`src/sgs_defines.vh`:
```
`ifndef SGS_DEFINES_VH
`define SGS_DEFINES_VH

// ****************************************************************
// register byte addresses
// ****************************************************************
`define SGS_ADDR_CTRL 8'h00
`define SGS_ADDR_FORCE 8'h04
`define SGS_ADDR_REMOTE 8'h08
`define SGS_ADDR_STATUS 8'h0C
`define SGS_ADDR_LEVELS 8'h10

// ****************************************************************
// field positions
// ****************************************************************
`define SGS_CTRL_OVR_BIT 0
`define SGS_CTRL_USED_LSB 4
`define SGS_CTRL_USED_MSB 6
`define SGS_SEL_MSB 3
`define SGS_STAT_ACT_MSB 2
`define SGS_STAT_FAIL_LSB 4
`define SGS_STAT_FAIL_MSB 6

// ****************************************************************
// codes and reset values
// ****************************************************************
`define SGS_SEL_NONE 4'h0
`define SGS_GRP_ONE 3'h0
`define SGS_USED_RST 3'h0
`define SGS_OVR_RST 1'b0
`define SGS_FAIL_RST 3'h0
`define SGS_FAIL_CFG 0
`define SGS_FAIL_FORCE 1
`define SGS_FAIL_PRIO 2

`endif

```
`src/sgs_selector.v`:
```
`include "sgs_defines.vh"
`default_nettype none

module sgs_selector (
    input wire clk,
    input wire rst_n,
    input wire [7:0] grp_req_in,
    input wire [7:0] bus_addr,
    input wire [7:0] bus_wdata,
    input wire bus_wr,
    input wire bus_rd,
    output reg [7:0] bus_rdata,
    output reg [2:0] active_grp,
    output reg grp_changed,
    output reg [7:0] dflt_load,
    output reg override_on
);

    // ****************************************************************
    // functions
    // ****************************************************************
    // one-hot of a selection code 1..8; other codes give zero
    function [7:0] sel_oh;
        input [3:0] sel;
        integer k;
        begin
            sel_oh = 8'h00;
            for (k = 0; k < 8; k = k + 1) begin
                if (sel == k + 1)
                    sel_oh[k] = 1'b1;
            end
        end
    endfunction

    // groups one to cnt+1 in use
    function [7:0] used_mask;
        input [2:0] cnt;
        integer k;
        begin
            used_mask = 8'h00;
            for (k = 0; k < 8; k = k + 1) begin
                if (k <= cnt)
                    used_mask[k] = 1'b1;
            end
        end
    endfunction

    // bit k set when any higher-priority level is held
    function [7:0] blk_mask;
        input [7:0] lvl;
        integer k;
        begin
            blk_mask = 8'h00;
            for (k = 1; k < 8; k = k + 1) begin
                blk_mask[k] = blk_mask[k-1] | lvl[k-1];
            end
        end
    endfunction

    // index of the set bit; callers pass a one-hot word
    function [2:0] oh_idx;
        input [7:0] oh;
        integer k;
        begin
            oh_idx = 3'h0;
            for (k = 0; k < 8; k = k + 1) begin
                if (oh[k])
                    oh_idx = k[2:0];
            end
        end
    endfunction

    // write strobe aimed at one register address
    function wr_hit;
        input wr;
        input [7:0] addr;
        input [7:0] target;
        begin
            wr_hit = wr && (addr == target);
        end
    endfunction

    // ****************************************************************
    // reset release
    // ****************************************************************
    reg rst_s1_r;
    reg rst_s_n;

    always @(posedge clk or negedge rst_n) begin
        if (!rst_n) begin
            rst_s1_r <= 1'b0;
            rst_s_n <= 1'b0;
        end else begin
            rst_s1_r <= 1'b1;
            rst_s_n <= rst_s1_r;
        end
    end

    // ****************************************************************
    // activation input sync and edge detect
    // ****************************************************************
    reg [7:0] req_s1_r;
    reg [7:0] req_s2_r;
    reg [7:0] req_q_r;
    wire [7:0] lvl;
    wire [7:0] rise;

    genvar g;
    generate
        for (g = 0; g < 8; g = g + 1) begin : g_sync
            always @(posedge clk or negedge rst_s_n) begin
                if (!rst_s_n) begin
                    req_s1_r[g] <= 1'b0;
                    req_s2_r[g] <= 1'b0;
                    req_q_r[g] <= 1'b0;
                end else begin
                    req_s1_r[g] <= grp_req_in[g];
                    req_s2_r[g] <= req_s1_r[g];
                    req_q_r[g] <= req_s2_r[g];
                end
            end
            assign lvl[g] = req_s2_r[g];
            assign rise[g] = req_s2_r[g] & ~req_q_r[g];
        end
    endgenerate

    // ****************************************************************
    // settings
    // ****************************************************************
    reg ovr_r;
    reg ovr_q_r;
    reg [2:0] used_r;
    reg [2:0] used_q_r;
    reg [3:0] force_r;
    reg [3:0] remote_r;
    reg [2:0] fail_r;

    wire wr_ctrl = wr_hit(bus_wr, bus_addr, `SGS_ADDR_CTRL);
    wire wr_force = wr_hit(bus_wr, bus_addr, `SGS_ADDR_FORCE);
    wire wr_remote = wr_hit(bus_wr, bus_addr, `SGS_ADDR_REMOTE);
    wire wr_status = wr_hit(bus_wr, bus_addr, `SGS_ADDR_STATUS);
    wire [3:0] wsel = bus_wdata[`SGS_SEL_MSB:0];

    always @(posedge clk or negedge rst_s_n) begin
        if (!rst_s_n) begin
            ovr_r <= `SGS_OVR_RST;
            used_r <= `SGS_USED_RST;
            force_r <= `SGS_SEL_NONE;
            remote_r <= `SGS_SEL_NONE;
        end else begin
            if (wr_ctrl) begin
                ovr_r <= bus_wdata[`SGS_CTRL_OVR_BIT];
                used_r <= bus_wdata[`SGS_CTRL_USED_MSB:`SGS_CTRL_USED_LSB];
            end
            if (wr_force)
                force_r <= wsel;
            if (wr_remote)
                remote_r <= wsel;
        end
    end

    // ****************************************************************
    // previous settings, for edge detection
    // ****************************************************************
    always @(posedge clk or negedge rst_s_n) begin
        if (!rst_s_n) begin
            ovr_q_r <= `SGS_OVR_RST;
            used_q_r <= `SGS_USED_RST;
        end else begin
            ovr_q_r <= ovr_r;
            used_q_r <= used_r;
        end
    end

    // ****************************************************************
    // selection
    // ****************************************************************
    wire [7:0] used_m = used_mask(used_r);
    wire [7:0] used_old_m = used_mask(used_q_r);
    wire [7:0] blk = blk_mask(lvl);
    wire ovr_rise = ovr_r & ~ovr_q_r;
    wire ovr_fall = ~ovr_r & ovr_q_r;

    // forced selection acts once: on its write, or on enable
    wire force_wr_req = wr_force && (wsel != `SGS_SEL_NONE);
    wire force_req = ovr_r && (force_wr_req ||
        (ovr_rise && (force_r != `SGS_SEL_NONE)));
    wire [7:0] force_oh = sel_oh(force_wr_req ? wsel : force_r);

    wire remote_req = wr_remote && (wsel != `SGS_SEL_NONE);
    wire [7:0] remote_oh = sel_oh(wsel);

    // ****************************************************************
    // local requests
    // ****************************************************************

    // inputs ignored under override; held levels return on release
    wire [7:0] loc_cand = ovr_r ? 8'h00 :
        (rise | (ovr_fall ? lvl : 8'h00));
    wire [7:0] loc_ok = loc_cand & ~blk;
    wire [7:0] loc_win = loc_ok & (~loc_ok + 8'h01);

    // ****************************************************************
    // arbitration
    // ****************************************************************

    reg [2:0] act_nxt;
    reg [2:0] fail_ev;

    always @* begin
        act_nxt = active_grp;
        fail_ev = 3'h0;
        if (wr_force && (wsel != `SGS_SEL_NONE) && !ovr_r) begin
            fail_ev[`SGS_FAIL_FORCE] = 1'b1;
        end
        if (force_req) begin
            if ((force_oh & used_m) != 8'h00)
                act_nxt = oh_idx(force_oh);
            else
                fail_ev[`SGS_FAIL_CFG] = 1'b1;
        end else if (remote_req) begin
            if (ovr_r)
                fail_ev[`SGS_FAIL_FORCE] = 1'b1;
            else if ((remote_oh & blk) != 8'h00)
                fail_ev[`SGS_FAIL_PRIO] = 1'b1;
            else if ((remote_oh & used_m) != 8'h00)
                act_nxt = oh_idx(remote_oh);
            else
                fail_ev[`SGS_FAIL_CFG] = 1'b1;
        end else if (loc_win != 8'h00) begin
            if ((loc_win & used_m) != 8'h00)
                act_nxt = oh_idx(loc_win);
            else
                fail_ev[`SGS_FAIL_CFG] = 1'b1;
        end
        if ((loc_cand & blk) != 8'h00)
            fail_ev[`SGS_FAIL_PRIO] = 1'b1;
        // group dropped from use falls back to group one
        if (used_m[act_nxt] == 1'b0)
            act_nxt = `SGS_GRP_ONE;
    end

    // ****************************************************************
    // active group and events
    // ****************************************************************
    always @(posedge clk or negedge rst_s_n) begin
        if (!rst_s_n) begin
            active_grp <= `SGS_GRP_ONE;
            override_on <= `SGS_OVR_RST;
        end else begin
            active_grp <= act_nxt;
            override_on <= ovr_r;
        end
    end

    always @(posedge clk or negedge rst_s_n) begin
        if (!rst_s_n) begin
            grp_changed <= 1'b0;
            dflt_load <= 8'h00;
        end else begin
            grp_changed <= (act_nxt != active_grp);
            dflt_load <= used_m & ~used_old_m;
        end
    end

    // ****************************************************************
    // fail flags
    // ****************************************************************
    wire [2:0] fail_clr = wr_status ?
        bus_wdata[`SGS_STAT_FAIL_MSB:`SGS_STAT_FAIL_LSB] : 3'h0;

    always @(posedge clk or negedge rst_s_n) begin
        if (!rst_s_n) begin
            fail_r <= `SGS_FAIL_RST;
        end else begin
            // write one clears; a new event wins over the clear
            fail_r <= (fail_r & ~fail_clr) | fail_ev;
        end
    end

    // ****************************************************************
    // read data
    // ****************************************************************
    wire [7:0] ctrl_word = {1'b0, used_r, 3'h0, ovr_r};
    wire [7:0] force_word = {4'h0, force_r};
    wire [7:0] remote_word = {4'h0, remote_r};
    wire [7:0] status_word = {1'b0, fail_r, 1'b0, active_grp};
    reg [7:0] rd_mux;

    always @* begin
        case (bus_addr)
            `SGS_ADDR_CTRL: begin
                rd_mux = ctrl_word;
            end
            `SGS_ADDR_FORCE: begin
                rd_mux = force_word;
            end
            `SGS_ADDR_REMOTE: begin
                rd_mux = remote_word;
            end
            `SGS_ADDR_STATUS: begin
                rd_mux = status_word;
            end
            `SGS_ADDR_LEVELS: begin
                rd_mux = lvl;
            end
            default: begin
                rd_mux = 8'h00;
            end
        endcase
    end

    always @(posedge clk or negedge rst_s_n) begin
        if (!rst_s_n) begin
            bus_rdata <= 8'h00;
        end else begin
            bus_rdata <= bus_rd ? rd_mux : 8'h00;
        end
    end

endmodule // sgs_selector

`default_nettype wire

```
`config.mk`:
```
export PLATFORM = sky130hd
export DESIGN_NAME = sgs_selector
export DESIGN_NICKNAME = d
export VERILOG_FILES = /design/src/sgs_selector.v
export VERILOG_INCLUDE_DIRS = /design/src
export SDC_FILE = /design/constraint.sdc
export NUM_CORES = 1
export LEC_CHECK = 0
export ABC_AREA = 1
export BUFFER_PORTS_ARGS = -buffer_cell sky130_fd_sc_hd__buf_2
export CORE_MARGIN = 4
export CORE_UTILIZATION = 52
export CTS_CLUSTER_DIAMETER = 200
export DETAILED_ROUTE_END_ITERATION = 8
export GPL_TIMING_DRIVEN = 0
export PLACE_DENSITY = 0.73
export SLEW_MARGIN = 10
export SYNTH_ARGS = -nofsm -noshare
export SYNTH_HDL_FRONTEND = slang
export SYNTH_SLANG_ARGS = --single-unit
export TNS_END_PERCENT = 30
```
`constraint.sdc`:
```
create_clock -name clk -period 2.2 [get_ports clk]
set_input_delay 0.11 -clock clk [delete_from_list [all_inputs] [get_ports clk]]
set_output_delay 0.11 -clock clk [all_outputs]
set_load 0.02 [all_outputs]
```
==> impl_metrics.ini, run 1 <==
[floorplanning]
die-width_um = 90.8
core_area_um2 = 6490
die_y_um = 90.8
start_util_pct = 54.9
ios = 49
rows = 29
dieArea_um2 = 8250

[cts]
cts_inserted_buffers = 9
cts_root_buf = clkbuf_8
clock_latency_ns = 0.34
clkSlewWorstSetupHoldPaths_ns = 0.08
clock_sinks = 64
htreeDepth = 3
clk_path_buf_depth = 2
cts_tree = yes

[min_path]
min_path_type = in -> reg

[place]
routabilityCongestion = 0.920
dp_hpwl_um = 6540
dpl_cell_area_um2 = 3890
place_inst = 562
portBuffers = 45

[route]
drt_iter0_markers = 248
wl_per_cell_um = 14.9
vias_per_cell = 5.51
routed_wl_um = 9290
vias = 3429
drc_errors = 0
dr.pass1.iters = 5
ant_nets = 0

[layout]
syn2layout_area_growth_pct = 29.9
fillerInstances = 499
diodes = 0
final_common_cell = nand2_1
layout.nets = 568
final_cell_area_um2 = 4640
layout_common_cells = nand2_1 (91), dfrtp_1 (59), buf_2 (46)
final_cells = 622
layout-drive-gt1-share_pct = 38.0
final_util_pct = 71.4

[synthesis]
yosys_register_bits = 64
synth_edf_count = 0
yosysSeqAreaShare_pct = 44.9
async_flop_share_pct = 100
ys_types = 42
avgSynthCellArea_um2 = 8.11
yosysWarningCount = 0
synth_fp_nets = 468
synth_flop_cell = dfrtp_1
syn-cell-area_um2 = 3570
syn_inst = 440

[sta]
min_period_ns = 2.59
finalSetupViolations = 4
worst-slew-pin-transition_ns = 1.02
holdWs_ns = 0.0685
rsz0062_at_grt = yes
maxSlewViolCount = 0
relSlewSlack_pct = 31.7
hold_violations = 0
fin_crit_sh_pct = 118
fmax_mhz = 386
worst_slack_ns = -0.393
finClkSkew_ns = 0.0102

[global_routing]
grt_pass1_vias = 3287
grt-ovfl-total = 0
grtUsageTotal_pct = 23.2
grt_pass1_wl_um = 15500
antenna_found_initial = 0
grt_max_degree = 63

[critical_path]
start_kind = register
crit_chain = nor2_4, nand2_4, nor2_8, nand3b_4, nor2_4, nor2_4, nor2_4, nand2_2, nand2_1, nand3_1, nand2_1, nand2_2, nand2_2, nand2_2, nand2_4, nand2_2, nand2_2, nand3_2, nand2_1, nand2_1, nor2_1, nand2_1
path_buf_inv = 0
crit_path_end_kind = register
worstPathArrival_ns = 2.83
critPathRequiredTime_ns = 2.44
cp_slowest_stage_delay_ns = 0.43
setup.worst_path.class = reg -> reg
cpMostUsedCell = nand2_2
crit_family = simple AND/OR/NAND/NOR gates
cp_max_fo = 5
slowest_stage = dfrtp_2

[outcome]
violations = negative setup slack
status = finished with violations

[pwr]
ir_worst_vdd_uv = 429
power.total_mw = 2.85
powerDensity_nw_per_um2 = 614
p_leak_nw = 2.41

[job]
cap_violations = 0
## flip-flops by register name, summed over array words and instances (netlist names), 4 cells and up
| name | cells |
|---|---|
| force_r | 4 |
| lvl | 7 |
| bus_rdata | 8 |
| req_s1_r | 8 |
| remote_r | 4 |
| dflt_load | 7 |
| req_q_r | 8 |
## cell families after synthesis
| family | count (synthesis) | synth area share (%) |
|---|---|---|
| simple gates | 251 | 37.0 |
| buf+inv | 63 | 6.91 |
| flops | 64 | 44.9 |
| xor+xnor | 1 | 0.245 |
| compound gates | 59 | 10.7 |
| other cells | 2 | 0.210 |
## area by class of cell
cell class                 instances  area [µm²]  share of cell area, %
sequential                        64        1610                   34.7
timing repair buffer              89         581                   12.5
multi-input combinational        313        1890                   40.8
clock buffer                      10         128                   2.75
inverter                          59         228                   4.91
tap                               77        96.3                   2.08
clock inverter                     6        70.1                   1.51
buffer                             4        31.3                  0.675
## synth_stat cells, types with 3 or more instances
cell type	number	share of area (%)
a21oi_1	10	1.4
a221oi_1	3	0.74
a22oi_1	3	0.63
a31oi_1	3	0.53
dfrtp_1	64	45
inv_1	47	4.9
inv_2	12	1.3
nand2_1	102	11
nand2_2	24	4.2
nand3_1	34	4.8
nand3_2	12	3.4
nor2_1	41	4.3
nor2_2	8	1.4
nor2_4	6	1.9
nor2_8	3	1.7
nor3_1	7	0.98
nor4_1	3	0.53
o211ai_1	5	1.1
o21ai_0	19	2.7
## power breakdown
| part | internal [mW] | total [mW] | switching [mW] |
|---|---|---|---|
| Sequential | 1.23 | 1.31 | 0.0711 |
| Clock | 0.529 | 1.01 | 0.480 |
| Combinational | 0.216 | 0.530 | 0.314 |
## worst register-to-register path, stage by stage (launching register included)
cell and delay [ns]:
dfrtp_2 0.43, nor2_4 0.14, nand2_4 0.08, nor2_8 0.14
nand3b_4 0.13, nor2_4 0.19, nor2_4 0.06, nor2_4 0.16
nand2_2 0.10, nand2_1 0.07, nand3_1 0.07, nand2_1 0.10
nand2_2 0.08, nand2_2 0.11, nand2_2 0.07, nand2_4 0.10
nand2_2 0.06, nand2_2 0.08, nand3_2 0.08, nand2_1 0.06
nand2_1 0.05, nor2_1 0.09, nand2_1 0.05
## stage by stage
step                setup slack [ns]  TNS [ns]
finish                        -0.393    -0.886
global route                  -0.574     -1.50
CTS                           -0.323    -0.784
detailed placement            -0.541     -1.85
global placement              -0.535    -20.89
floorplan                    -0.0779   -0.0779
## final timing paths
check                                   from          end  slack, ns  cells past startpoint
worst min register to register      rst_s1_r      rst_s_n       0.35                      0
min in group asynchronous              rst_n      rst_s_n       0.08                      2
worst max register to register        blk[1]  grp_changed      -0.39                     22
max in group asynchronous            rst_s_n    used_r[0]       1.25                      0
worst max-delay path                  blk[1]  grp_changed      -0.39                     22
worst min-delay path            bus_wdata[5]    used_r[1]       0.07                      3
## layer usage
layer	share of wire [%]	track usage [%]	vias up	wire [µm]
met5	0	0	-	0
li1	-	-	1637	-
met2	47	37.0	155	4350
met3	7.5	5.92	19	697
met1	44	31.2	1618	4060
met4	2.0	6.91	0	182
## repair_timing
action	in CTS	in global routing
resized for setup	26	28
hold buffers	10	0
pin swaps	15	21
endpoints found under the setup margin	4	6
cloned	0	0
endpoints found under the hold margin	11	0
setup buffers	16	18
Note: power is estimated with default switching activity, not from simulation.
==> inputs of run 2 (changes only) <==
- ABC_AREA: 1 -> unset
==> run 2 against run 1 <==
- the run still ends with negative setup slack left
- synthesized cell count is 20% lower
- maximum frequency is 24% lower
- power is 1.1% higher
- cell area down 4.4%
- area after synthesis is 0.14% lower
- clock power increased by 11%
- flip-flop and latch count did not move
==> impl_metrics.ini, run 2 <==
[synthesis]
synth_edf_count = 0
synth_common_cells = dfrtp_1 (64), nand2_1 (32), nor2_1 (20), mux2_2 (14), o21ai_0 (14)
synth_fp_nets = 382
synth_area_leaders = dfrtp_1 (45%), mux2_2 (4.4%), nand2_1 (3.4%)
yosysTopAreaCell = dfrtp_1
yosysWarningCount = 0
yosysMostFrequentCell = dfrtp_1
yosysSeqAreaShare_pct = 44.9
syn_inst = 354
yosys_register_bits = 64
avgSynthCellArea_um2 = 10.1
ys_types = 82
synth_flop_cell = dfrtp_1
async_flop_share_pct = 100
synth_top_area_share_pct = 44.9
syn-cell-area_um2 = 3560

[pwr]
power.total_mw = 2.88
powerDensity_nw_per_um2 = 649
p_leak_nw = 1.95
ir_worst_vdd_uv = 539

[critical_path]
startpoint = blk[1]
crit_path_end_kind = register
crit_chain = buf_6, or4_4, or3_4, a2111oi_4, a31oi_2, and3_4, a211o_1, a221oi_4, buf_6, buf_6, mux2i_1, a32oi_2, o22ai_1
worstReg2RegEnd = grp_changed
worstPathArrival_ns = 3.69
path_buf_inv = 3
cpMostUsedCell = buf_6
ff2ff_setup_slack_ns = -1.23
critPathRequiredTime_ns = 2.46
r2r_start = blk[1]
cp_slowest_stage_delay_ns = 0.57
cp_max_fo = 6
cp_num_cells = 13
slowest_stage = or4_4
setup.worst_path.class = reg -> reg
crit_family = simple AND/OR/NAND/NOR gates
start_kind = register
ff2ff_path_depth = 13
critPathCapture = grp_changed

[floorplanning]
start_util_pct = 54.9
ios = 49
rows = 29
die_y_um = 90.8
dieArea_um2 = 8240
die-width_um = 90.8
core_area_um2 = 6490

[place]
portBuffers = 46
routabilityCongestion = 0.911
place_inst = 477
dpl_cell_area_um2 = 3890
dp_hpwl_um = 6490

[layout]
layout.nets = 462
diodes = 0
layout-drive-gt1-share_pct = 30.1
multi_input_comb_area_um2 = 1930
final_cell_area_um2 = 4430
final_cells = 515
layout_common_cells = dfrtp_1 (63), buf_2 (49), nand2_1 (32)
top_regs = bus_rdata (8), req_q_r (8), req_s1_r (8)
fillerInstances = 524
final_common_cell = dfrtp_1
seq_area_um2 = 1610
syn2layout_area_growth_pct = 24.4

[outcome]
violations = negative setup slack
status = finished with violations

[global_routing]
grtUsageTotal_pct = 24.0
grt_pass1_vias = 3053
grt-ovfl-total = 0
grt_pass1_wl_um = 15700
grt_max_degree = 63
antenna_found_initial = 0

[min_path]
min_path_type = in -> reg
holdPathStages = 2

[cts]
cts_root_buf = clkbuf_8
htreeDepth = 3
clock_latency_ns = 0.35
cts_tree = yes
clock_sinks = 64
clkSlewWorstSetupHoldPaths_ns = 0.07
cts_inserted_buffers = 9
clk_path_buf_depth = 2

[route]
wl_per_cell_um = 18.2
dr.pass1.iters = 5
drt_iter0_markers = 280
vias = 3199
drc_errors = 0
routed_wl_um = 9380
vias_per_cell = 6.21
ant_nets = 0

[sta]
finClkSkew_ns = 0.00768
fmax_mhz = 291
min_period_ns = 3.43
maxSlewViolCount = 0
hold_violations = 0
rsz0062_at_grt = yes
worst_slack_ns = -1.23
fin_crit_sh_pct = 156
relSlewSlack_pct = 35.7
finalSetupViolations = 6
worst-slew-pin-transition_ns = 0.957

[job]
cap_violations = 0
run 2: cell types whose count changed after synthesis, sizes merged, moves of 6 or more:
cell    change
nand2      -95
inv        -48
nand3      -42
nor2       -38
mux2       +14
clkbuf     +13
a32oi       +9
and3        +9
nor2b       +9
a211o       +6
nor4b       +6
run 2: cells by family (layout without fill, tap and decap cells):
logic type      count (synthesis)  count (layout)  synth area share (%)
compound gates                 96              96                  21.2
xor+xnor                        2               2                 0.492
fa+ha+maj                       1               1                 0.281
buf+inv                        30             114                  3.62
flops                          64              64                  44.9
mux                            16              16                  4.99
other cells                     2               2                 0.211
simple gates                  143             143                  24.3
run 2: area by class of cell:
| type | count | area share [%] |
|---|---|---|
| Buffer | 19 | 2.15 |
| Sequential cell | 64 | 36.2 |
| Timing Repair Buffer | 69 | 9.94 |
| Inverter | 11 | 0.932 |
| Clock buffer | 10 | 3.11 |
| Multi-Input combinational cell | 260 | 43.6 |
| Clock inverter | 5 | 1.84 |
| Tap cell | 77 | 2.17 |
run 2: worst min-delay path by stage:
stage | startpoint | slack [ns] | to
2_1_floorplan | rst_n | -0.19 | rst_s1_r
3_3_place_gp | rst_n | -0.11 | rst_s1_r
3_5_place_dp | rst_n | -0.10 | rst_s1_r
4_1_cts | bus_wdata[6] | 0.01 | used_r[2]
5_1_grt | bus_wdata[4] | 0.02 | used_r[0]
6_report | bus_wdata[4] | 0.04 | used_r[0]
run 2: metal layers:
layer | vias up | track usage [%] | wire length, µm
met2 | 184 | 36.2 | 4230
li1 | 1499 | - | -
met1 | 1495 | 33.5 | 4060
met5 | - | 0 | 0
met4 | 0 | 10.6 | 238
met3 | 21 | 4.67 | 855
run 2: worst reg2reg max path, delay by kind of cell (launching register included):
kind | cells | cell delay, ns
AND/OR/NAND/NOR | 3 | 1.17
AO/OA/AOI/OAI | 6 | 1.17
buffers and inverters | 3 | 0.41
flip-flops | 1 | 0.39
multiplexers | 1 | 0.20
run 2: power by group:
part | internal, mW | total (mW) | switching, mW
Combinational | 0.195 | 0.450 | 0.255
Clock | 0.662 | 1.12 | 0.462
Sequential | 1.23 | 1.30 | 0.0700
Total | 2.09 | 2.88 | 0.787
run 2: stage by stage:
stage	utilization (%)	setup WS (ns)	hold WS, ns	TNS [ns]
6_report	68.2	-1.23	0.0359	-4.72
5_1_grt	68.2	-1.32	0.0220	-5.09
3_3_place_gp	59.9	-1.29	-0.105	-26.44
4_1_cts	66.0	-1.20	0.0138	-4.79
3_5_place_dp	59.9	-1.36	-0.102	-5.14
2_1_floorplan	-	-0.885	-0.186	-3.07
run 2: timing repair:
action	CTS	global route
hold buffers	9	0
gates resized for setup	9	13
pin swaps	6	11
endpoints found under the setup margin	6	6
buffers inserted	4	10
endpoints found under the hold margin	10	0
